<file path="src/include/tcd_pkg.sv">
package tcd_pkg;
  // Command word A fields
  localparam int A_IOC_BIT = 31;
  localparam int A_ALIGN_HI = 25;
  localparam int A_ALIGN_LO = 24;
  localparam int A_OFS_HI = 20;
  localparam int A_OFS_LO = 16;
  localparam int A_FIRST_BIT = 13;
  localparam int A_LAST_BIT = 12;
  localparam int A_SIZE_HI = 10;
  // Command word B fields
  localparam int B_TAG_HI = 31;
  localparam int B_TAG_LO = 16;
  localparam int B_LEN_HI = 10;
  // Alignment codes
  localparam logic [1:0] ALIGN_4 = 2'h0;
  localparam logic [1:0] ALIGN_16 = 2'h1;
  localparam logic [1:0] ALIGN_32 = 2'h2;
  // Host command register map (byte addresses)
  localparam logic [7:0] REG_DATA = 8'h00;
  localparam logic [7:0] REG_STATUS = 8'h04;
  localparam logic [7:0] REG_CTRL = 8'h08;
  localparam logic [7:0] REG_TAG = 8'h0c;
  // Status / control bit positions
  localparam int ST_ERR_BIT = 0;
  localparam int ST_DONE_BIT = 1;
  localparam int ST_BUSY_BIT = 2;
  localparam int CTRL_DONE_EN_BIT = 0;
  localparam logic [31:0] CTRL_RST = 32'h0000_0000;
  typedef enum logic [1:0] {
    TCD_CMD_A = 2'b00,
    TCD_CMD_B = 2'b01,
    TCD_DATA = 2'b10
  } tcd_phase_t;
endpackage

</file>
<file path="src/include/tcd_if.sv">
`timescale 1ns/1ps
interface tcd_if;
  logic [31:0] wdata;
  logic wvalid;
  logic wready;
  logic tx_error;
  logic buf_done;
  logic irq;
  logic stat_valid;
  logic [15:0] stat_tag;
  logic [31:0] pay_data;
  logic [3:0] pay_be;
  logic pay_valid;
  modport dev (input wdata, input wvalid, output wready, output tx_error, output buf_done, output irq,
    output stat_valid, output stat_tag, output pay_data, output pay_be, output pay_valid);
  modport hst (output wdata, output wvalid, input wready, input tx_error, input buf_done, input irq,
    input stat_valid, input stat_tag, input pay_data, input pay_be, input pay_valid);
endinterface

</file>
<file path="src/rtl/tcd_device.sv">
// The register addresses and register access over AHB-Lite were chosen for this implementation.
`timescale 1ns/1ps
// Functional notes
// - Host sends command before buffer payload
// - Two command words, A then B
// - Host sends both words every buffer
// - Host repeats identical B per packet
// - B mismatch raises transmit error
// - B carries free 16-bit packet tag
// - Tag copied into packet status
// - A bit 31 raises buffer-done flag
// - Buffer-done maskable onto interrupt
// - Host zeroes reserved A bits
// - A 25:24 selects end alignment
// - Host pads buffer to alignment
// - Alignment padding words are discarded
// - A 20:16 skips leading bytes
// - A bit 13 first, 12 last
// - Summed sizes must equal packet length
// - B 10:0 is packet length
module tcd_device (
  input wire logic clk_sys,
  input wire logic sys_rst,
  tcd_if.dev link,
  input wire logic done_irq_en,
  input wire logic done_clr,
  input wire logic err_clr
);
  typedef struct packed {
    tcd_pkg::tcd_phase_t phase;
    logic ioc;
    logic [4:0] align_words;
    logic [11:0] skip;
    logic [11:0] left;
    logic [4:0] words;
    logic [31:0] b_lat;
    logic in_pkt;
    logic last;
    logic [11:0] sum;
    logic err;
    logic done;
    logic irq;
    logic stat_valid;
    logic [15:0] stat_tag;
    logic [31:0] pay_data;
    logic [3:0] pay_be;
    logic pay_valid;
  } tcd_dev_st_t;

  tcd_dev_st_t s_r, s_nxt;
  logic [3:0] be;
  logic [2:0] cnt;
  logic [31:0] w;

  function automatic logic [4:0] align_words_f(input logic [1:0] code);
    case (code)
      tcd_pkg::ALIGN_16: align_words_f = 5'h04;
      tcd_pkg::ALIGN_32: align_words_f = 5'h08;
      default: align_words_f = 5'h01;
    endcase
  endfunction

  assign w = link.wdata;

  tcd_lane_mask u_mask (
    .skip(s_r.skip),
    .left(s_r.left),
    .be(be),
    .cnt(cnt)
  );

  always_comb begin
    s_nxt = s_r;
    s_nxt.stat_valid = 1'b0;
    s_nxt.pay_valid = 1'b0;
    if (done_clr) s_nxt.done = 1'b0;
    if (err_clr) s_nxt.err = 1'b0;
    if (link.wvalid) begin
      case (s_r.phase)
        tcd_pkg::TCD_CMD_A: begin
          s_nxt.ioc = w[tcd_pkg::A_IOC_BIT];
          s_nxt.align_words = align_words_f(w[tcd_pkg::A_ALIGN_HI:tcd_pkg::A_ALIGN_LO]);
          s_nxt.skip = {7'h00, w[tcd_pkg::A_OFS_HI:tcd_pkg::A_OFS_LO]};
          s_nxt.left = {1'b0, w[tcd_pkg::A_SIZE_HI:0]};
          s_nxt.last = w[tcd_pkg::A_LAST_BIT];
          s_nxt.words = 5'h00;
          if (w[tcd_pkg::A_FIRST_BIT]) begin
            s_nxt.in_pkt = 1'b0;
            s_nxt.sum = 12'h000;
          end
          s_nxt.sum = (w[tcd_pkg::A_FIRST_BIT] ? 12'h000 : s_r.sum) + {1'b0, w[tcd_pkg::A_SIZE_HI:0]};
          s_nxt.phase = tcd_pkg::TCD_CMD_B;
        end
        tcd_pkg::TCD_CMD_B: begin
          if (!s_r.in_pkt) begin
            s_nxt.b_lat = w;
            s_nxt.in_pkt = 1'b1;
          end else if (w != s_r.b_lat) begin
            s_nxt.err = 1'b1;
          end
          s_nxt.phase = tcd_pkg::TCD_DATA;
        end
        default: begin
          // Padding words fall through with no byte enables
          if (be != 4'h0) begin
            s_nxt.pay_valid = 1'b1;
            s_nxt.pay_data = w;
            s_nxt.pay_be = be;
          end
          s_nxt.skip = (s_r.skip > 12'h004) ? s_r.skip - 12'h004 : 12'h000;
          s_nxt.left = s_r.left - {9'h000, cnt};
          s_nxt.words = s_r.words + 5'h01;
          if (s_nxt.left == 12'h000 && s_nxt.skip == 12'h000 &&
              ((s_r.words + 5'h01) & (s_r.align_words - 5'h01)) == 5'h00) begin
            s_nxt.phase = tcd_pkg::TCD_CMD_A;
            if (s_r.ioc) s_nxt.done = 1'b1;
            if (s_r.last) begin
              s_nxt.in_pkt = 1'b0;
              s_nxt.stat_valid = 1'b1;
              s_nxt.stat_tag = s_r.b_lat[tcd_pkg::B_TAG_HI:tcd_pkg::B_TAG_LO];
              if (s_r.sum != {1'b0, s_r.b_lat[tcd_pkg::B_LEN_HI:0]}) s_nxt.err = 1'b1;
            end
          end
        end
      endcase
    end
    s_nxt.irq = s_nxt.done & done_irq_en;
  end

  always_ff @(posedge clk_sys) begin
    if (sys_rst) s_r <= '0;
    else s_r <= s_nxt;
  end

  assign link.wready = 1'b1;
  assign link.tx_error = s_r.err;
  assign link.buf_done = s_r.done;
  assign link.irq = s_r.irq;
  assign link.stat_valid = s_r.stat_valid;
  assign link.stat_tag = s_r.stat_tag;
  assign link.pay_data = s_r.pay_data;
  assign link.pay_be = s_r.pay_be;
  assign link.pay_valid = s_r.pay_valid;
endmodule

</file>
<file path="src/rtl/tcd_lane_mask.sv">
`timescale 1ns/1ps
module tcd_lane_mask (
  input wire logic [11:0] skip,
  input wire logic [11:0] left,
  output logic [3:0] be,
  output logic [2:0] cnt
);
  always_comb begin
    be = 4'h0;
    cnt = 3'h0;
    for (int i = 0; i < 4; i++) begin
      if (12'(i) >= skip && 12'(i) < skip + left) begin
        be[i] = 1'b1;
        cnt = cnt + 3'h1;
      end
    end
  end
endmodule

</file>
<file path="src/flat_wrapper.sv">
// flat-port wrapper written by rule: the top's interface ports become plain ports
module tcd_device_flat 
  (clk_sys, sys_rst, done_irq_en, done_clr, err_clr, link_wdata, link_wvalid, link_wready, link_tx_error, link_buf_done, link_irq, link_stat_valid, link_stat_tag, link_pay_data, link_pay_be, link_pay_valid);
  tcd_if link_i ();
  input wire logic clk_sys;
  input wire logic sys_rst;
  input wire logic done_irq_en;
  input wire logic done_clr;
  input wire logic err_clr;
  input wire logic [$bits(link_i.wdata)-1:0] link_wdata;
  input wire logic [$bits(link_i.wvalid)-1:0] link_wvalid;
  output wire logic [$bits(link_i.wready)-1:0] link_wready;
  output wire logic [$bits(link_i.tx_error)-1:0] link_tx_error;
  output wire logic [$bits(link_i.buf_done)-1:0] link_buf_done;
  output wire logic [$bits(link_i.irq)-1:0] link_irq;
  output wire logic [$bits(link_i.stat_valid)-1:0] link_stat_valid;
  output wire logic [$bits(link_i.stat_tag)-1:0] link_stat_tag;
  output wire logic [$bits(link_i.pay_data)-1:0] link_pay_data;
  output wire logic [$bits(link_i.pay_be)-1:0] link_pay_be;
  output wire logic [$bits(link_i.pay_valid)-1:0] link_pay_valid;
  assign link_i.wdata = link_wdata;
  assign link_i.wvalid = link_wvalid;
  assign link_wready = link_i.wready;
  assign link_tx_error = link_i.tx_error;
  assign link_buf_done = link_i.buf_done;
  assign link_irq = link_i.irq;
  assign link_stat_valid = link_i.stat_valid;
  assign link_stat_tag = link_i.stat_tag;
  assign link_pay_data = link_i.pay_data;
  assign link_pay_be = link_i.pay_be;
  assign link_pay_valid = link_i.pay_valid;
  tcd_device u_core (.clk_sys(clk_sys), .sys_rst(sys_rst), .link(link_i), .done_irq_en(done_irq_en), .done_clr(done_clr), .err_clr(err_clr));
endmodule
</file>
<file path="config.mk">
export PLATFORM = sky130hd
export DESIGN_NAME = tcd_device_flat
export DESIGN_NICKNAME = d
export VERILOG_FILES = /design/src/include/tcd_pkg.sv /design/src/include/tcd_if.sv /design/src/rtl/tcd_device.sv /design/src/rtl/tcd_lane_mask.sv /design/src/flat_wrapper.sv
export SDC_FILE = /design/constraint.sdc
export NUM_CORES = 1
export LEC_CHECK = 0
export ABC_AREA = 1
export BUFFER_PORTS_ARGS = -buffer_cell sky130_fd_sc_hd__buf_4
export CAP_MARGIN = 20
export CORE_ASPECT_RATIO = 0.7
export CORE_MARGIN = 10
export CORE_UTILIZATION = 53
export CTS_CLUSTER_DIAMETER = 30
export DETAILED_ROUTE_END_ITERATION = 8
export GPL_TIMING_DRIVEN = 0
export PLACE_DENSITY_LB_ADDON = 0.2
export SLEW_MARGIN = 20
export SYNTH_ARGS = -nofsm -noshare
export SYNTH_HDL_FRONTEND = slang
export SYNTH_SLANG_ARGS = --single-unit
export TNS_END_PERCENT = 20
</file>
<file path="constraint.sdc">
create_clock -name clk_sys -period 7 [get_ports clk_sys]
set_clock_uncertainty 0.1 [all_clocks]
set_input_delay 0.35 -clock clk_sys [delete_from_list [all_inputs] [get_ports clk_sys]]
set_output_delay 0.35 -clock clk_sys [all_outputs]
set_load 0.02 [all_outputs]
</file>
Yosys cells after proc, flatten, opt, wreduce, memory -nomap -nowiden
Index checks and enable logic that the tools add are counted.
- register bits after elaboration: 139
- latch bits: 0
- RAM bits: 0
- ROM bits: 0
- input bits: 38
- output and inout bits: 58
- logic and storage cells: 103
- memories kept: 0
- $add $sub $neg: 9
- $mul: 0
- div/mod/pow operators: 0
- $lt $le $gt $ge: 9
- equality and inequality tests: 6
- shifts and indexed selects: 0
- muxes and demuxes: 31
- bitwise operators: 7
- reductions and logical operators: 23
- operators by type and width (cell ; number):
    case mux 29 bit (2 select lines) ; 1
    != test 32 bit ; 1
    greater-or-equal comparator 1 x 12 -> 1 bit, first input constant ; 2
    greater-or-equal comparator 2 x 12 -> 1 bit, first input constant ; 2
    zero test 12 bit ; 2
    < comparator 1 x 12 -> 1 bit, first input constant ; 2
    < comparator 2 x 12 -> 1 bit, first input constant ; 2
    two-way mux 12 bit ; 2
    two-way mux 1 bit ; 17
    two-way mux 17 bit ; 1
    adder 12 x 11 -> 12 bit ; 1
    adder 12 bit ; 1
    greater-than comparator 12 x 3 -> 1 bit, second input constant ; 1
    != test 12 x 11 -> 1 bit ; 1
    subtractor 12 x 3 -> 12 bit ; 1
    subtractor 12 x 3 -> 12 bit, second input constant ; 1
    adder 3 x 1 -> 3 bit, second input constant ; 3
    two-way mux 3 bit ; 3
    case mux 4 bit (2 select lines) ; 1
    AND reduction 4 bit ; 2
    logical AND 1 bit ; 6
    two-way mux 2 bit ; 3
    AND reduction 2 bit ; 3
    AND reduction 3 bit ; 2
    other kinds (17) ; 24

Logic depth before layout (Yosys ltp)
Gate-level depths: netlist (run 1).
- depth in word-level cells: 18
- gate-level depth with buffers: 36
- depth with buffers taken out: 36

Cells and area by module
From an unflattened synthesis (run 1), not the netlist that was laid out.
- cells, all modules: 1233
- area total of the unflattened synthesis: 8310.5 sq um
- by module, submodules not included (module ; instances ; cells each ; area an instance (sq um) ; seq. area each (sq um)):
    tcd_device ; 1 ; 1057 ; 7412.1 ; 2762.6
    tcd_lane_mask ; 1 ; 176 ; 898.4 ; 0.0

Worst setup path before layout (run 1)
OpenSTA, ideal clock, no wires.
- path kind: reg-to-reg
- start: reg u_core.s_r[120] (netlist bit)
- end: reg u_core.s_r, in the netlist u_core.link.stat_tag[5]
- setup time: 0.132 ns
- arrival time: 4.795 ns
- data required time: 6.768 ns
- path slack: 1.973 ns
- cell stages (with the launch flop): 27
- path buffers: 1
- clock period less this slack: 5.027 ns
- cell sequence: dfxtp_1 -> ha_1 -> fa_1 -> nand3_1 -> nand2_1 -> nand2_1 -> nand2_1 -> nand3b_1 -> nor2_2 -> nand3_1 -> o21ai_0 -> ha_1 -> xor2_1 -> inv_1 -> ha_1 -> o21ai_0 -> fa_1 -> or2_2 -> nor3_1 -> nand3_1 -> nor2_1 -> nand3_2 -> nor2_4 -> nand2_4 -> buf_6 -> nand2_1 -> a21oi_1
- word-level cells in the longest chain between the ends: 15
- elaborated cells on any way between the ends: 29
- those cells by class: 6 x add/sub; 9 x order compare; 5 x mux; 9 x reduce/logical
- ends and longest elaborated chain (item ; line ; text):
    from (decl) ; tcd_device.sv:50 ; tcd_dev_st_t s_r, s_nxt;
    from (signal assigned) ; tcd_device.sv:132 ; else s_r <= s_nxt;
    adder 12 bit ; tcd_lane_mask.sv:12 ; if (12'(i) >= skip && 12'(i) < skip + left) begin
    < comparator 1 x 12 -> 1 bit ; tcd_lane_mask.sv:12 ;
    logical AND 1 bit ; tcd_lane_mask.sv:12 ;
    two-way mux 1 bit ; tcd_lane_mask.sv:12 ;
    adder 3 x 1 -> 3 bit ; tcd_lane_mask.sv:14 ; cnt = cnt + 3'h1;
    two-way mux 3 bit ; tcd_lane_mask.sv:12 ;
    adder 3 x 1 -> 3 bit ; tcd_lane_mask.sv:14 ;
    two-way mux 3 bit ; tcd_lane_mask.sv:12 ;
    adder 3 x 1 -> 3 bit ; tcd_lane_mask.sv:14 ;
    two-way mux 3 bit ; tcd_lane_mask.sv:12 ;
    subtractor 12 x 3 -> 12 bit ; tcd_device.sv:111 ; s_nxt.left = s_r.left - {9'h000, cnt};
    zero test 12 bit ; tcd_device.sv:113 ; if (s_nxt.left == 12'h000 && s_nxt.skip == 12'h000 &&
    logical AND 1 bit * (2 in a row) ; tcd_device.sv:113 ;
    AND reduction 4 bit (no line) * ; n/a ;
Mark *: on every way between the ends. The rest lies on a longest branch, timed or not.
A chain may end at the register's enable or synchronous reset.

Worst setup path in the final report (run 1)
- start: reg u_core.s_r[120] (netlist bit)
- end: reg u_core.s_r, in the netlist u_core.link.stat_tag[9]
The elaborated chain is that of the path after synthesis.

==> out/results.ini, run 1 <==
[global_routing]
grt.overflow.total=0
globalRouteMet2Util=0.350
met3_usage=0.0615
antenna_found_initial=1
track_usage=0.244
grt_pass1_wl_um=42400
grt.busiest_layer=met1
grt_max_degree=17
grt_pass1_vias=8070
grtUsageMet1=0.351

[pwr]
power.density_nw_per_um2=250
irDropWorstVdd_mv=0.162
leakage_nw=4.76

[logic_synthesis]
yosysTopAreaCellShare=0.323
synth.most_common_cell=nand2_1
netlist_area_um2=8540
synth_mux_area_frac=0
synthXorXnorAreaFrac=0.0502
synth_top_family_by_area=simple AND/OR/NAND/NOR gates
synthTopCellsByArea=dfxtp_1, nand2_1, a21oi_1
synth_fa_ha_area_frac=0.0554
ys.flop_type=dfxtp_1
yosys_warnings=0
synth_edf_count=0
syn_area_per_cell_um2=6.92
async_flop_share=0
synth_nets=1309
ys_top_cells_by_count=nand2_1, dfxtp_1, inv_1
ys_ff_latch=138
synth_cell_types=46
synth-compound-area-share=0.138
yosys.area.top_type=dfxtp_1
synthSimpleGateAreaFrac=0.295
yosysSeqAreaShare=0.323
syn_inst=1235

[timing]
finalSetupViolCount=0
hold_violations=0
period_share=0.933
setup_tns_ns=0
slew_headroom=0.438
min_period_ns=6.53
rsz0062_at_grt=false
worstMarginPinSlew_ns=0.840
fmax_ghz=0.153
drv_slew=0

[setup_path]
critPathMaxFanout=10
crit_top_cell=nand2_1
cp_slowest_cell=o21ai_0
arrival_ns=6.79
worstReg2RegStart=u_core.s_r[120]$_SDFFE_PP0P_
cp-end-kind=flop
max_stage_delay_ns=0.63
critPathKind=reg2reg
startpoint=u_core.s_r[120]$_SDFFE_PP0P_
required_ns=7.26
start_kind=flop

[placed_design]
numPortBuffers=94
gp_congestion=1.01
hpwl_um=20800

[finish]
diodes=0
fillers=1451
drive_gt1_frac=0.188
fin_util=0.644
area_delta_synth_final_pct=17.9
finalNetCount=1422

[routing]
wire_per_inst_um=17.1
num_vias=8704
drtIter0Drc=966
dr.pass1.iters=6
drc=0
via_per_inst=5.58
wl_um=26800
drtAntennaViolNets=0

[clock_tree]
tritoncts=yes
cts-htree-levels=4
ctsResizeCount=0
cts.reportedPaths.clkPinSlew_ns=0.07
cts_num_sinks=138
post_cts_buffers=0
clockBufferDepth=2
cts-root-buf=clkbuf_16
cts_hold_buf=0
clock_latency_ns=0.44
numCtsBuffers=17

[die]
initial_core_util=0.546
dieArea_um2=21700
pin_count=96
die-height_um=126
die_w_um=172
rows=38
coreArea_um2=15600

[outcome]
status=finished, final reports clean

[flow_run]
drv_cap=0

[worst_hold_path]
hold_start=done_irq_en
min_path_type=in2reg

[registers in the layout, indices dropped and copies added (netlist names)]
name	cells
u_core.link.pay_valid	1
u_core.link.pay_be	4
u_core.link.pay_data	32
u_core.link.stat_valid	1
u_core.link.stat_tag	16
u_core.link.irq	1
u_core.link.buf_done	1
u_core.s_r	81
u_core.link.tx_error	1
[power breakdown]
group          leakage, nW  switching, mW  internal (mW)
clock network        0.283          0.419          0.475
registers             1.12         0.0470          0.826
logic                 3.35          0.484          0.268
[cells in the final DEF (no fill, tap or decap), types with 2 or more instances in the layout]
cell,instances
inv_6,4
a21oi_1,112
nand3_1,95
nand3b_1,9
a2111oi_0,2
buf_4,147
xor2_1,23
inv_2,2
nor2_2,33
o211ai_1,3
ha_1,33
fa_1,3
nand2_2,7
nor2_1,127
or2_2,9
nand4_1,22
buf_1,4
nand2_4,2
clkbuf_16,17
nand2_1,234
xnor2_1,26
inv_1,134
inv_8,6
buf_2,2
dfxtp_1,138
buf_6,10
clkbuf_1,31
o22ai_1,4
nand3_2,3
nor4_1,4
o2111ai_1,7
clkinv_4,2
nor2_4,4
o21ai_0,71
nor3_1,7
a221oi_1,7
[logic make-up (layout without fill, tap and decap cells)]
family                   Yosys count  in the layout
AO/OA/AOI/OAI                    215            215
XOR/XNOR                          49             49
adder cells (fa/ha/maj)           36             36
buffers and inverters            238            364
flip-flops                       138            138
other                              1              1
AND/OR/NAND/NOR                  558            558
[cell type report]
type / count / area, um2 / share of cell area
plain buffers: 100 / 652 / 0.0647
clock buffers: 17 / 425 / 0.0422
clock inverters: 15 / 149 / 0.0148
inverters: 138 / 520 / 0.0517
multi-input cells: 859 / 4610 / 0.457
flip-flops and latches: 138 / 2760 / 0.274
well taps: 200 / 250 / 0.0248
repair buffers: 94 / 706 / 0.0701
[metal layers]
layer / part of all wire / routed length (um)
met4: 0.016 / 427
met1: 0.46 / 12300
met5: 0.00045 / 12
met2: 0.41 / 10900
met3: 0.11 / 3070
[critical path: cells and delay by family (launching register included)]
kind	cells	cell delay (ns)
buf+inv	3	0.40
fa+ha+maj	5	1.76
simple gates	16	2.08
flops	1	0.37
xor+xnor	2	0.43
compound gates	3	1.28
[through the flow]
step | setup slack [ns] | area [um2] | total power [mW] | hold WS [ns] | std cells
3_3_place_gp | 0.831 | 9500 | 1.60 | 0.348 | 1529
2_1_floorplan | 1.97 | 8540 | 1.41 | 0.339 | 1235
5_1_grt | 0.0447 | 10100 | 2.64 | 0.0844 | 1561
6_report | 0.470 | 10100 | 2.52 | 0.0750 | 1561
4_1_cts | 0.729 | 10100 | 2.49 | 0.0747 | 1561
3_5_place_dp | 0.763 | 9500 | 1.61 | 0.353 | 1529
[path summary, 6_finish.rpt]
| check | to | slack (ns) | cells past startpoint |
|---|---|---|---|
| setup / recovery | u_core.link.stat_tag[9]$_SDFFE_PP0P_ | 0.47 | 29 |
| hold / removal | u_core.link.irq$_SDFF_PP0_ | 0.07 | 3 |
| setup reg to reg | u_core.link.stat_tag[9]$_SDFFE_PP0P_ | 0.47 | 29 |
| hold reg to reg | u_core.link.stat_tag[10]$_SDFFE_PP0P_ | 0.36 | 2 |
(Power assumes the default switching activity.)
==> run 2: changes to the inputs <==
--- a/config.mk
+++ b/config.mk
@@ -9,12 +9,11 @@
 export BUFFER_PORTS_ARGS = -buffer_cell sky130_fd_sc_hd__buf_4
 export CAP_MARGIN = 20
 export CORE_ASPECT_RATIO = 0.7
-export CORE_MARGIN = 10
 export CORE_UTILIZATION = 53
 export CTS_CLUSTER_DIAMETER = 30
 export DETAILED_ROUTE_END_ITERATION = 8
 export GPL_TIMING_DRIVEN = 0
-export PLACE_DENSITY_LB_ADDON = 0.2
+export PLACE_DENSITY = 0.72
 export SLEW_MARGIN = 20
 export SYNTH_ARGS = -nofsm -noshare
 export SYNTH_HDL_FRONTEND = slang
==> constraint.sdc (replaced) <==
create_clock -name clk_sys -period 7 [get_ports clk_sys]
set_clock_uncertainty 0.1 [all_clocks]
set_input_delay 0.35 -clock clk_sys [delete_from_list [all_inputs] [get_ports clk_sys]]
set_output_delay 0.35 -clock clk_sys [all_outputs]
set_load 0.1 [all_outputs]
==> out/results.ini, run 2 (synthesis gave the netlist of run 1 again) <==
[routing]
wl_um=25600  ; -4.5%
wire_per_inst_um=16.4  ; -4.5%
via_per_inst=5.49  ; -1.5%
drtAntennaViolNets=0  ; unchanged
dr.pass1.iters=5  ; -1
num_vias=8572  ; -1.5%
drtIter0Drc=873  ; -9.6%
drc=0  ; unchanged

[finish]
area_delta_synth_final_pct=18.1
finalNetCount=1422  ; unchanged
fin_util=0.645  ; +0.00112
fin_cells=1561  ; unchanged
top_register=u_core.s_r
final_common_cell=nand2_1
drive_gt1_frac=0.188  ; unchanged
layout_common_cells=nand2_1, buf_4, dfxtp_1
diodes=0  ; unchanged
largest_register_ff_count=81  ; unchanged

[setup_path]
startpoint=u_core.s_r[120]$_SDFFE_PP0P_
r2r_setup_slack_ns=0.56  ; +0.09 ns
r2r_end=u_core.link.stat_tag[11]$_SDFFE_PP0P_
required_ns=7.19  ; -0.07 ns
arrival_ns=6.63  ; -0.16 ns
worstReg2RegStart=u_core.s_r[120]$_SDFFE_PP0P_
critPathMaxFanout=10  ; unchanged
rr_worst_depth=26  ; -10%
cp-end-kind=flop
setup.worst_path.end=u_core.link.stat_tag[11]$_SDFFE_PP0P_
critPathKind=reg2reg
start_kind=flop

[worst_hold_path]
min_path_type=in2reg

[clock_tree]
cts-htree-levels=4  ; unchanged
cts-root-buf=clkbuf_16
cts_hold_buf=0  ; unchanged
cts.reportedPaths.clkPinSlew_ns=0.07  ; about the same
tritoncts=yes
post_cts_buffers=0  ; unchanged
ctsResizeCount=0  ; unchanged
cts_num_sinks=138  ; unchanged
numCtsBuffers=17  ; unchanged
clockBufferDepth=2  ; unchanged
clock_latency_ns=0.43  ; about the same

[pwr]
power.density_nw_per_um2=256  ; +2.4%
pwr-share-seq=0.338  ; -0.008
p_switching_uw=975  ; +2.6%
combPwrFrac=0.308  ; +0.009
p_int_mw=1.61  ; +2.6%
irDropWorstVdd_mv=0.188  ; +16%
switching_share=0.377  ; about the same
leakage_nw=4.77  ; +0.14%
pwr-share-clk=0.354  ; about the same

[die]
dieArea_um2=16600  ; -23%
die_w_um=154  ; -10%
rows=38  ; unchanged
die-height_um=108  ; -14%
initial_core_util=0.546  ; unchanged
coreArea_um2=15600  ; unchanged
pin_count=96  ; unchanged

[timing]
period_share=0.920  ; -0.0131
worstMarginPinSlew_ns=0.814  ; -0.0264 ns
min_period_ns=6.44  ; -0.0919 ns
fmax_ghz=0.155  ; +1.4%
slew_headroom=0.455  ; +0.0177
drv_slew=0  ; unchanged
hold_violations=0  ; unchanged
rsz0062_at_grt=false
finalSetupViolCount=0  ; unchanged
setup_tns_ns=0  ; unchanged

[global_routing]
grt_pass1_vias=7678  ; -4.9%
antenna_found_initial=0  ; -1
grt_max_degree=17  ; unchanged
track_usage=0.319  ; +0.0744
grt_pass1_wl_um=40700  ; -4.1%
grt.overflow.total=0  ; unchanged

[placed_design]
numPortBuffers=94  ; unchanged
hpwl_um=19900  ; -4.2%
gp_congestion=1.00  ; -1.2%
dp_cells=1529  ; unchanged

[flow_run]
drv_cap=0  ; unchanged

[outcome]
status=finished, final reports clean

run 2: area by class of cell:
cell class / instances / area, um2
Tap cell: 200 / 250
Clock inverter: 14 / 153
Sequential cell: 138 / 2760
Fill cell: 1451 / 5550
Timing Repair Buffer: 94 / 706
Buffer: 100 / 652
Clock buffer: 18 / 439
Inverter: 138 / 520
Multi-Input combinational cell: 859 / 4610
run 2: per-layer routing:
| metal | vias to the layer above | track usage | routed length [um] |
|---|---|---|---|
| li1 | 4193 | - | - |
| met1 | 3924 | 0.479 | 12300 |
| met2 | 412 | 0.448 | 10100 |
| met3 | 43 | 0.0725 | 2700 |
| met4 | 0 | 0.0886 | 466 |
| met5 | - | 0 | 0 |
run 2: power by group through the flow:
stage          logic (mW)  registers, mW  clock network (mW)
2_1_floorplan       0.583          0.871                   0
3_3_place_gp        0.759          0.887                   0
3_5_place_dp        0.770          0.888                   0
4_1_cts             0.776          0.871               0.913
5_1_grt             0.875          0.878               0.952
6_report            0.797          0.874               0.914
run 2: worst min path at each step:
| stage | cells past startpoint | from | to | slack [ns] |
|---|---|---|---|---|
| after floorplan | 2 | u_core.link.stat_tag[10]$_SDFFE_PP0P_ | u_core.link.stat_tag[10]$_SDFFE_PP0P_ | 0.34 |
| after global placement | 2 | u_core.link.stat_tag[14]$_SDFFE_PP0P_ | u_core.link.stat_tag[14]$_SDFFE_PP0P_ | 0.35 |
| after detailed placement | 2 | u_core.link.stat_tag[10]$_SDFFE_PP0P_ | u_core.link.stat_tag[10]$_SDFFE_PP0P_ | 0.35 |
| after CTS | 3 | done_irq_en | u_core.link.irq$_SDFF_PP0_ | 0.07 |
| after global routing | 3 | done_irq_en | u_core.link.irq$_SDFF_PP0_ | 0.08 |
| final | 3 | done_irq_en | u_core.link.irq$_SDFF_PP0_ | 0.08 |
run 2: worst max-delay path: stages, from the launching register on:
cell	delay (ns)
dfxtp_1	0.38
ha_1	0.26
fa_1	0.53
nand3_1	0.13
nand2_1	0.08
nand2_1	0.06
nand2_1	0.04
nand3b_1	0.16
nor2_2	0.17
nand3_1	0.11
o21ai_0	0.55
ha_1	0.37
xor2_1	0.23
inv_1	0.07
ha_1	0.26
o21ai_0	0.60
fa_1	0.55
or2_2	0.32
nor3_1	0.18
nand3_1	0.09
nor2_1	0.23
nand3_2	0.16
nor2_4	0.26
nand2_4	0.12
buf_6	0.16
nand2_1	0.06
a21oi_1	0.06
run 2: through the flow:
stage / setup slack, ns / hold WS, ns / total power [mW] / area [um2]
4_1_cts: 0.696 / 0.0742 / 2.56 / 10100
5_1_grt: 0.256 / 0.0777 / 2.70 / 10100
3_5_place_dp: 0.784 / 0.353 / 1.66 / 9500
2_1_floorplan: 1.97 / 0.339 / 1.45 / 8540
6_report: 0.562 / 0.0792 / 2.58 / 10100
3_3_place_gp: 0.826 / 0.349 / 1.65 / 9500
